$ cat src/logic/acf_pkg.sv
// How it works
// - Chip select high releases serial output.
// - Output released 6 to 10 periods after the last clock edge.
// - Any channel positive, any other negative.
// - Probe bit enables source and sink currents.
// - Buffer on when pin AND bit.
// - Eight gains, powers of two, 1 to 128.
// - Offset trim is 8-bit sign-magnitude.
// - Offset trim shifts input up to half scale.
// - Ready goes low when calibration completes.
package acf_pkg;

	// Clock and timing, in nanoseconds, oscillator periods or clock cycles.
	localparam int CLK_PERIOD_NS = 100;
	localparam int OSC_PERIOD_NS = 100;
	localparam int TRI_MIN_OSC = 6;
	localparam int TRI_MAX_OSC = 10;
	localparam int RESET_GAP_OSC = 16;
	localparam int TRI_MIN_CYC =
		(TRI_MIN_OSC * OSC_PERIOD_NS + CLK_PERIOD_NS - 1) / CLK_PERIOD_NS;
	localparam int RESET_GAP_CYC =
		(RESET_GAP_OSC * OSC_PERIOD_NS + CLK_PERIOD_NS - 1) / CLK_PERIOD_NS;
	// Input synchroniser plus decode eat four to five cycles; only two are subtracted here.
	localparam int SYNC_LAT_CYC = 2;
	localparam logic [3:0] TRI_WAIT = 4'(TRI_MIN_CYC - SYNC_LAT_CYC);
	localparam logic [4:0] RESET_GAP = 5'(RESET_GAP_CYC);

	// Calibration lengths in data-ready periods.
	localparam logic [2:0] CAL_SINGLE_TICKS = 3'h2;
	localparam logic [2:0] CAL_FULL_TICKS = 3'h4;

	// Command bytes.
	localparam logic [7:0] OP_READ_RESULT = 8'h01;
	localparam logic [7:0] OP_READ_CONT = 8'h03;
	localparam logic [7:0] OP_STOP_CONT = 8'h0F;
	localparam logic [3:0] OP_READ_CONFIG = 4'h1;
	localparam logic [3:0] OP_WRITE_CONFIG = 4'h5;
	localparam logic [7:0] OP_SELF_FULL = 8'hF0;
	localparam logic [7:0] OP_SELF_OFFSET = 8'hF1;
	localparam logic [7:0] OP_SELF_GAIN = 8'hF2;
	localparam logic [7:0] OP_SYS_OFFSET = 8'hF3;
	localparam logic [7:0] OP_SYS_GAIN = 8'hF4;
	localparam logic [7:0] OP_SYNC_FILTER = 8'hFC;
	localparam logic [7:0] OP_SLEEP = 8'hFD;
	localparam logic [7:0] OP_RESET = 8'hFE;

	// Register indices.
	localparam logic [3:0] REG_MUX_SELECT = 4'h0;
	localparam logic [3:0] REG_ANALOG_SETUP = 4'h1;
	localparam logic [3:0] REG_OFFSET_TRIM = 4'h2;

	// Field positions.
	localparam int MUX_POS_LSB = 4;
	localparam int MUX_NEG_LSB = 0;
	localparam int ASW_GAIN_LSB = 0;
	localparam int ASW_BUFFER_BIT = 3;
	localparam int ASW_PROBE_BIT = 4;
	localparam int TRIM_SIGN_BIT = 7;

	// Reset values.
	localparam logic [7:0] MUX_SELECT_RST = 8'h01;
	localparam logic [7:0] ANALOG_SETUP_RST = 8'h00;
	localparam logic [7:0] OFFSET_TRIM_RST = 8'h00;

	// Frame lengths in bits.
	localparam logic [4:0] RESULT_BITS = 5'h18;
	localparam logic [4:0] CONFIG_BITS = 5'h08;

endpackage

$ cat src/logic/acf_sync.sv
`timescale 1ns/1ps
`default_nettype none
module acf_sync #(
	parameter int W = 1,
	parameter logic [W-1:0] INIT = '0
) (
	// Clock and reset.
	input wire logic mclk,
	input wire logic reset_n,
	// Raw asynchronous inputs.
	input wire logic [W-1:0] pin,
	// Filtered level and one-cycle edge pulses.
	output logic [W-1:0] level,
	output logic [W-1:0] rise,
	output logic [W-1:0] fall
);
	// Three stages; a change counts only once stages two and three agree.
	genvar i;
	generate
		for (i = 0; i < W; i++) begin : g_bit
			logic s1_q, s2_q, s3_q, lvl_q, rise_q, fall_q;
			always_ff @(posedge mclk or negedge reset_n) begin
				if (!reset_n) begin
					s1_q <= INIT[i];
					s2_q <= INIT[i];
					s3_q <= INIT[i];
					lvl_q <= INIT[i];
					rise_q <= 1'b0;
					fall_q <= 1'b0;
				end else begin
					s1_q <= pin[i];
					s2_q <= s1_q;
					s3_q <= s2_q;
					rise_q <= (s2_q == s3_q) && s3_q && !lvl_q;
					fall_q <= (s2_q == s3_q) && !s3_q && lvl_q;
					if (s2_q == s3_q) begin
						lvl_q <= s3_q;
					end
				end
			end
			assign level[i] = lvl_q;
			assign rise[i] = rise_q;
			assign fall[i] = fall_q;
		end
	endgenerate
endmodule
`default_nettype wire

$ cat src/logic/acf_ctrl.sv
`timescale 1ns/1ps
`default_nettype none
module acf_ctrl
	import acf_pkg::*;
#(
	parameter int NUM_CH = 8
) (
	// Clock and reset.
	input wire logic mclk,
	input wire logic reset_n,
	// Serial port from the host.
	input wire logic cs_n,
	input wire logic sclk,
	input wire logic din,
	output logic dout,
	output logic dout_oe_n,
	// Conversion engine side.
	input wire logic data_tick,
	input wire logic [23:0] result_word,
	output logic result_ready_n,
	// Buffer strap pin.
	input wire logic buffer_pin_enable,
	// Analog front-end controls.
	output logic [2:0] mux_pos_sel,
	output logic [2:0] mux_neg_sel,
	output logic probe_source_en,
	output logic probe_sink_en,
	output logic buffer_on,
	output logic [2:0] gain_code,
	output logic [7:0] gain_onehot,
	output logic offset_shift_neg,
	output logic [6:0] offset_shift_mag,
	// Filter and power controls.
	output logic filter_sync,
	output logic sleep_mode,
	output logic calibrating
);
	typedef enum logic [1:0] {SP_CMD, SP_ARG, SP_OUT} acf_sp_e;
	logic [3:0] lvl, rse, fll;
	logic cs_n_s, sclk_r, sclk_f, din_s, bufpin_s;
	acf_sp_e state_q;
	logic [2:0] bit_cnt_q;
	logic [7:0] rx_q, cmd_q, rx_next;
	logic [23:0] tx_q;
	logic [4:0] tx_len_q, sent_q;
	logic cont_q;
	logic [3:0] rel_q;
	logic dout_oe_n_q;
	logic [4:0] guard_q;
	logic [2:0] cal_left_q;
	logic rdy_n_q;
	logic [7:0] mux_q, asw_q, trim_q;
	logic accept, cmd_fire, wr_fire, fin_edge, soft_rst, is_cal, read_go;
	logic [7:0] rd_data;
	acf_sync #(.W(4), .INIT(4'h1)) u_sync (
		.mclk(mclk),
		.reset_n(reset_n),
		.pin({buffer_pin_enable, din, sclk, cs_n}),
		.level(lvl),
		.rise(rse),
		.fall(fll)
	);
	assign cs_n_s = lvl[0];
	assign sclk_r = rse[1];
	assign sclk_f = fll[1];
	assign din_s = lvl[2];
	assign bufpin_s = lvl[3];
	// Edges are ignored while a reset settles or a trim runs.
	assign accept = !cs_n_s && (guard_q == 5'h00) &&
		(cal_left_q == 3'h0);
	assign rx_next = {rx_q[6:0], din_s};
	assign cmd_fire = accept && (state_q == SP_CMD) && sclk_r &&
		(bit_cnt_q == 3'h7);
	assign wr_fire = accept && (state_q == SP_ARG) && sclk_r &&
		(bit_cnt_q == 3'h7);
	assign fin_edge = accept && (state_q == SP_OUT) && sclk_r &&
		(sent_q == tx_len_q - 5'h01);
	assign soft_rst = cmd_fire && (rx_next == OP_RESET);
	assign is_cal = (rx_next == OP_SELF_FULL) || (rx_next == OP_SELF_OFFSET) ||
		(rx_next == OP_SELF_GAIN) || (rx_next == OP_SYS_OFFSET) ||
		(rx_next == OP_SYS_GAIN);
	assign read_go = cmd_fire && ((rx_next == OP_READ_RESULT) ||
		(rx_next == OP_READ_CONT));
	// Register read mux; unmapped indices read as zero.
	always_comb begin
		case (rx_next[3:0])
			REG_MUX_SELECT: rd_data = mux_q;
			REG_ANALOG_SETUP: rd_data = asw_q;
			REG_OFFSET_TRIM: rd_data = trim_q;
			default: rd_data = 8'h00;
		endcase
	end
	// Command shifter and transfer sequencer. Chip select high resets
	// the interface but leaves continuous mode armed.
	always_ff @(posedge mclk or negedge reset_n) begin
		if (!reset_n) begin
			state_q <= SP_CMD;
			bit_cnt_q <= 3'h0;
			rx_q <= 8'h00;
			cmd_q <= 8'h00;
			tx_q <= 24'h000000;
			tx_len_q <= 5'h00;
			sent_q <= 5'h00;
			cont_q <= 1'b0;
		end else if (cs_n_s || soft_rst) begin
			state_q <= SP_CMD;
			bit_cnt_q <= 3'h0;
			sent_q <= 5'h00;
			if (soft_rst) begin
				cont_q <= 1'b0;
			end
		end else if (accept) begin
			case (state_q)
				SP_CMD: begin
					if (sclk_r) begin
						rx_q <= rx_next;
						bit_cnt_q <= bit_cnt_q + 3'h1;
					end
					if (cmd_fire) begin
						sent_q <= 5'h00;
						if (read_go) begin
							tx_q <= result_word;
							tx_len_q <= RESULT_BITS;
							state_q <= SP_OUT;
							cont_q <= (rx_next == OP_READ_CONT);
						end else if (rx_next[7:4] == OP_READ_CONFIG) begin
							tx_q <= {rd_data, 16'h0000};
							tx_len_q <= CONFIG_BITS;
							state_q <= SP_OUT;
						end else if (rx_next[7:4] == OP_WRITE_CONFIG) begin
							cmd_q <= rx_next;
							state_q <= SP_ARG;
						end else if (rx_next == OP_STOP_CONT) begin
							cont_q <= 1'b0;
						end
					end else if (cont_q && data_tick && bit_cnt_q == 3'h0) begin
						// Continuous mode: each new result goes straight out.
						tx_q <= result_word;
						tx_len_q <= RESULT_BITS;
						sent_q <= 5'h00;
						state_q <= SP_OUT;
					end
				end
				SP_ARG: begin
					if (sclk_r) begin
						rx_q <= rx_next;
						bit_cnt_q <= bit_cnt_q + 3'h1;
						if (bit_cnt_q == 3'h7) begin
							state_q <= SP_CMD;
						end
					end
				end
				SP_OUT: begin
					// Host samples on rising edges; data moves on falling ones.
					if (sclk_f && sent_q != 5'h00) begin
						tx_q <= {tx_q[22:0], 1'b0};
					end
					if (sclk_r) begin
						sent_q <= sent_q + 5'h01;
						if (fin_edge) begin
							state_q <= SP_CMD;
						end
					end
				end
				default: state_q <= SP_CMD;
			endcase
		end
	end

	// Output driver and late release after the final edge.
	always_ff @(posedge mclk or negedge reset_n) begin
		if (!reset_n) begin
			dout_oe_n_q <= 1'b1;
			rel_q <= 4'h0;
			dout <= 1'b0;
		end else begin
			dout <= tx_q[23];
			if (cs_n_s) begin
				dout_oe_n_q <= 1'b1;
				rel_q <= 4'h0;
			end else if (fin_edge) begin
				rel_q <= TRI_WAIT;
			end else if (state_q == SP_OUT) begin
				dout_oe_n_q <= 1'b0;
			end else if (rel_q == 4'h1) begin
				dout_oe_n_q <= 1'b1;
				rel_q <= 4'h0;
			end else if (rel_q != 4'h0) begin
				rel_q <= rel_q - 4'h1;
			end
		end
	end
	assign dout_oe_n = dout_oe_n_q;
	// Settle window after pin or command reset; the host must honour it.
	always_ff @(posedge mclk or negedge reset_n) begin
		if (!reset_n) begin
			guard_q <= RESET_GAP;
		end else if (soft_rst) begin
			guard_q <= RESET_GAP;
		end else if (guard_q != 5'h00) begin
			guard_q <= guard_q - 5'h01;
		end
	end
	// Trim sequencing counted in data-ready periods.
	always_ff @(posedge mclk or negedge reset_n) begin
		if (!reset_n) begin
			cal_left_q <= 3'h0;
		end else if (cmd_fire && is_cal) begin
			if (rx_next == OP_SELF_FULL) begin
				cal_left_q <= CAL_FULL_TICKS;
			end else begin
				cal_left_q <= CAL_SINGLE_TICKS;
			end
		end else if (data_tick && cal_left_q != 3'h0) begin
			cal_left_q <= cal_left_q - 3'h1;
		end
	end

	// Ready flag: a new result or a finished trim beats a clearing read.
	always_ff @(posedge mclk or negedge reset_n) begin
		if (!reset_n) begin
			rdy_n_q <= 1'b1;
		end else if (data_tick && cal_left_q <= 3'h1) begin
			rdy_n_q <= 1'b0;
		end else if (read_go || (cmd_fire && is_cal)) begin
			rdy_n_q <= 1'b1;
		end
	end
	assign result_ready_n = rdy_n_q;
	// Configuration registers.
	always_ff @(posedge mclk or negedge reset_n) begin
		if (!reset_n) begin
			mux_q <= MUX_SELECT_RST;
			asw_q <= ANALOG_SETUP_RST;
			trim_q <= OFFSET_TRIM_RST;
		end else if (soft_rst) begin
			mux_q <= MUX_SELECT_RST;
			asw_q <= ANALOG_SETUP_RST;
			trim_q <= OFFSET_TRIM_RST;
		end else if (wr_fire) begin
			case (cmd_q[3:0])
				REG_MUX_SELECT: begin
					// A pair must name two distinct, existing channels.
					if (rx_next[MUX_POS_LSB+:3] != rx_next[MUX_NEG_LSB+:3] &&
						32'(rx_next[MUX_POS_LSB+:3]) < NUM_CH &&
						32'(rx_next[MUX_NEG_LSB+:3]) < NUM_CH) begin
						mux_q <= rx_next;
					end
				end
				REG_ANALOG_SETUP: asw_q <= rx_next;
				REG_OFFSET_TRIM: trim_q <= rx_next;
				default: ;
			endcase
		end
	end

	// Front-end control outputs, all registered.
	always_ff @(posedge mclk or negedge reset_n) begin
		if (!reset_n) begin
			mux_pos_sel <= 3'h0;
			mux_neg_sel <= 3'h1;
			probe_source_en <= 1'b0;
			probe_sink_en <= 1'b0;
			buffer_on <= 1'b0;
			gain_code <= 3'h0;
			gain_onehot <= 8'h01;
			offset_shift_neg <= 1'b0;
			offset_shift_mag <= 7'h00;
		end else begin
			mux_pos_sel <= mux_q[MUX_POS_LSB+:3];
			mux_neg_sel <= mux_q[MUX_NEG_LSB+:3];
			probe_source_en <= asw_q[ASW_PROBE_BIT];
			probe_sink_en <= asw_q[ASW_PROBE_BIT];
			buffer_on <= asw_q[ASW_BUFFER_BIT] & bufpin_s;
			gain_code <= asw_q[ASW_GAIN_LSB+:3];
			gain_onehot <= 8'h01 << asw_q[ASW_GAIN_LSB+:3];
			// Full magnitude shifts by half the input range.
			offset_shift_neg <= trim_q[TRIM_SIGN_BIT];
			offset_shift_mag <= trim_q[6:0];
		end
	end

	// Filter sync pulse, sleep level and trim-busy level.
	always_ff @(posedge mclk or negedge reset_n) begin
		if (!reset_n) begin
			filter_sync <= 1'b0;
			sleep_mode <= 1'b0;
			calibrating <= 1'b0;
		end else begin
			filter_sync <= cmd_fire && (rx_next == OP_SYNC_FILTER);
			calibrating <= (cmd_fire && is_cal) ||
				(cal_left_q > 3'h1) || (cal_left_q == 3'h1 && !data_tick);
			if (cmd_fire) begin
				sleep_mode <= (rx_next == OP_SLEEP);
			end
		end
	end
endmodule
`default_nettype wire

$ cat config.mk
export PLATFORM = sky130hd
export DESIGN_NAME = acf_ctrl
export DESIGN_NICKNAME = d
export VERILOG_FILES = /design/src/logic/acf_pkg.sv /design/src/logic/acf_sync.sv /design/src/logic/acf_ctrl.sv
export SDC_FILE = /design/constraint.sdc
export NUM_CORES = 1
export LEC_CHECK = 0
export ABC_AREA = 1
export BUFFER_PORTS_ARGS = -buffer_cell sky130_fd_sc_hd__buf_2
export CAP_MARGIN = 5
export CORE_MARGIN = 3
export CORE_UTILIZATION = 50
export DETAILED_ROUTE_END_ITERATION = 8
export GPL_TIMING_DRIVEN = 0
export HOLD_SLACK_MARGIN = 0.06
export PLACE_DENSITY = 0.82
export SYNTH_ARGS = -nofsm -noshare
export SYNTH_HDL_FRONTEND = slang
export SYNTH_HIERARCHICAL = 1
export SYNTH_SLANG_ARGS = --single-unit
export TNS_END_PERCENT = 20
$ cat constraint.sdc
create_clock -name mclk -period 1.7 [get_ports mclk]
set_input_delay 0.34 -clock mclk [delete_from_list [all_inputs] [get_ports mclk]]
set_output_delay 0.34 -clock mclk [all_outputs]
set_load 0.02 [all_outputs]
==> qor.yml <==
outcome: "finished with violations"
violations: "negative setup slack"
track_usage_pct: 20.9
antennaDiodeCount: 0
syn_avg_cell_area_sq_um: 9.03
setup_viol: 68
arrival_ns: 2.22
cts_buffers: 17
drive_gt1_share_pct: 32.1
drv_slew: 0
areaGrowthSynthToFinish_pct: 28.9
hold_violations: 0
fillCellCount: 895
synthesis.instances: 689
postPlaceCellArea_sq_um: 6870
post-route-min-period_ns: 1.91
detail_route.wl_per_cell_um: 14.5
clock_path_buffers: 2
crit_fanout: 8
die_x_um: 118
ff2ff_path_depth: 13
peakVddDrop_v: 0.000551
grt_pass1_vias: 4852
grt_pass1_wl_um: 23300
finalClockSkew_ns: 0.0118
rows: 40
numPortBuffers: 64
die-area_sq_um: 13800
root_buffer: "clkbuf_16"
start_util_pct: 51.4
syn-num-nets: 737
nets: 854
p_leak_nw: 3.98
path_clk_slew_ns: 0.06
syn_area_sq_um: 6220
tritoncts: "built"
critPathLaunchType: "flip-flop"
rsz0062_at_grt: "true"
antenna_found_initial: 0
grt_overflow: 0
finalWirelength_um: 14300
clock_latency_ns: 0.43
crit_type: "reg -> reg"
ys_warn_count: 6
cts-htree-levels: 4
final_design_area_no_fill_sq_um: 8020
grt_max_degree: 76
drv_cap: 0
cp_data_required_time_ns: 2.01
drt_iter0_markers: 476
dr.pass1.iters: 7
clkSinkCount: 135
finalPower_w: 0.00816
vias: 5178
ios: 65
period_share_pct: 112
drc: 0
power_density_nw_per_um2: 1020
routed_via_density: 5.25
hold_path_depth: 3
antenna_left: 0
worst_slack_ns: -0.207
worst_slew_pin_slew_ns: 0.620
die_h_um: 118
end_kind: "flip-flop"
gp_congestion: 0.924
place_hpwl_um: 8900
hp-class: "in -> reg"
max_freq_mhz: 525
core_area_sq_um: 12100
slew_headroom_pct: 58.7
==> critical path, stage by stage (launching register included) <==
cell and delay (ns):
dfrtp_1 0.39, inv_2 0.08, ha_4 0.13, inv_2 0.03, nor2_2 0.08, nand2_2 0.08, nor2_4 0.17, nand2_8 0.10
nor2_8 0.19, nand2_4 0.11, nand4_4 0.17, inv_4 0.08, o21ai_1 0.10, nand2_1 0.06
==> metrics by stage <==
step | setup slack, ns | cells | utilization [%] | hold WS (ns) | TNS [ns]
2_1_floorplan | -0.0203 | 689 | - | 0.0444 | -0.468
3_3_place_gp | -1.48 | 921 | 56.4 | 0.333 | -204.81
3_5_place_dp | -0.262 | 922 | 56.7 | 0.335 | -14.94
4_1_cts | -0.201 | 983 | 64.7 | 0.162 | -7.57
5_1_grt | -0.309 | 987 | 66.2 | 0.193 | -15.49
6_report | -0.207 | 987 | 66.2 | 0.194 | -7.99
==> state kept, by name, indices dropped and copies added (netlist names), 5 cells and up <==
name,count
guard_q,5
trim_q,8
sent_q,5
offset_shift_mag,7
rx_q,7
asw_q,8
mux_q,8
gain_onehot,8
tx_q,24
==> path summary, 6_finish.rpt <==
path,startpoint,endpoint,slack [ns]
max in group asynchronous,reset_n,gain_onehot[0]$_DFF_PN1_,0.48
min in group asynchronous,reset_n,rel_q[1]$_DFFE_PN0P_,0.46
max,guard_q[0]$_DFFE_PN0P_,tx_q[20]$_DFFE_PN0P_,-0.21
min reg2reg,u_sync/g_bit[2].s1_q$_DFF_PN0_,u_sync/g_bit[2].s2_q$_DFF_PN0_,0.35
min,result_word[1],tx_q[1]$_DFFE_PN0P_,0.19
max reg2reg,guard_q[0]$_DFFE_PN0P_,tx_q[20]$_DFFE_PN0P_,-0.21
==> metal layers <==
metal	vias up	wire [um]	GRT usage, %
li1	2477	-	-
met1	2448	6120	27.4
met5	-	0	0
met4	0	263	7.62
met3	29	1070	6.15
met2	224	6850	33.1
==> area by class of cell <==
type	instances	area [sq um]	share of cell area [%]
Buffer	23	200	2.50
Clock buffer	18	429	5.35
Clock inverter	14	160	2.00
Inverter	82	315	3.93
Multi-Input combinational cell	449	2690	33.5
Sequential cell	135	3390	42.3
Tap cell	168	210	2.62
Timing Repair Buffer	98	631	7.86
==> power by group <==
part / switching, W / leakage (nW) / internal (W)
clock network: 0.00147 / 0.281 / 0.00219
logic: 0.000732 / 1.90 / 0.000366
registers: 0.0000721 / 1.80 / 0.00333
==> what timing repair did <==
item / in CTS / in global routing
cloned: 7 / 0
gates resized for setup: 50 / 45
pin swaps: 18 / 12
setup buffers: 18 / 4
endpoints found under the hold margin: 59 / 0
setup endpoints to repair: 74 / 82
hold buffers: 5 / 0
==> cells in the final DEF, fill, tap and decap left out, types with 23 or more instances in the layout <==
cell type  instances
buf_2             67
nand3_1           30
dfrtp_1          124
o21ai_1           23
buf_4             30
nand2_2           24
nor2_1            35
nand2_1          164
inv_1             67
o21ai_0           27
Power figures use the tool's default switching activity.
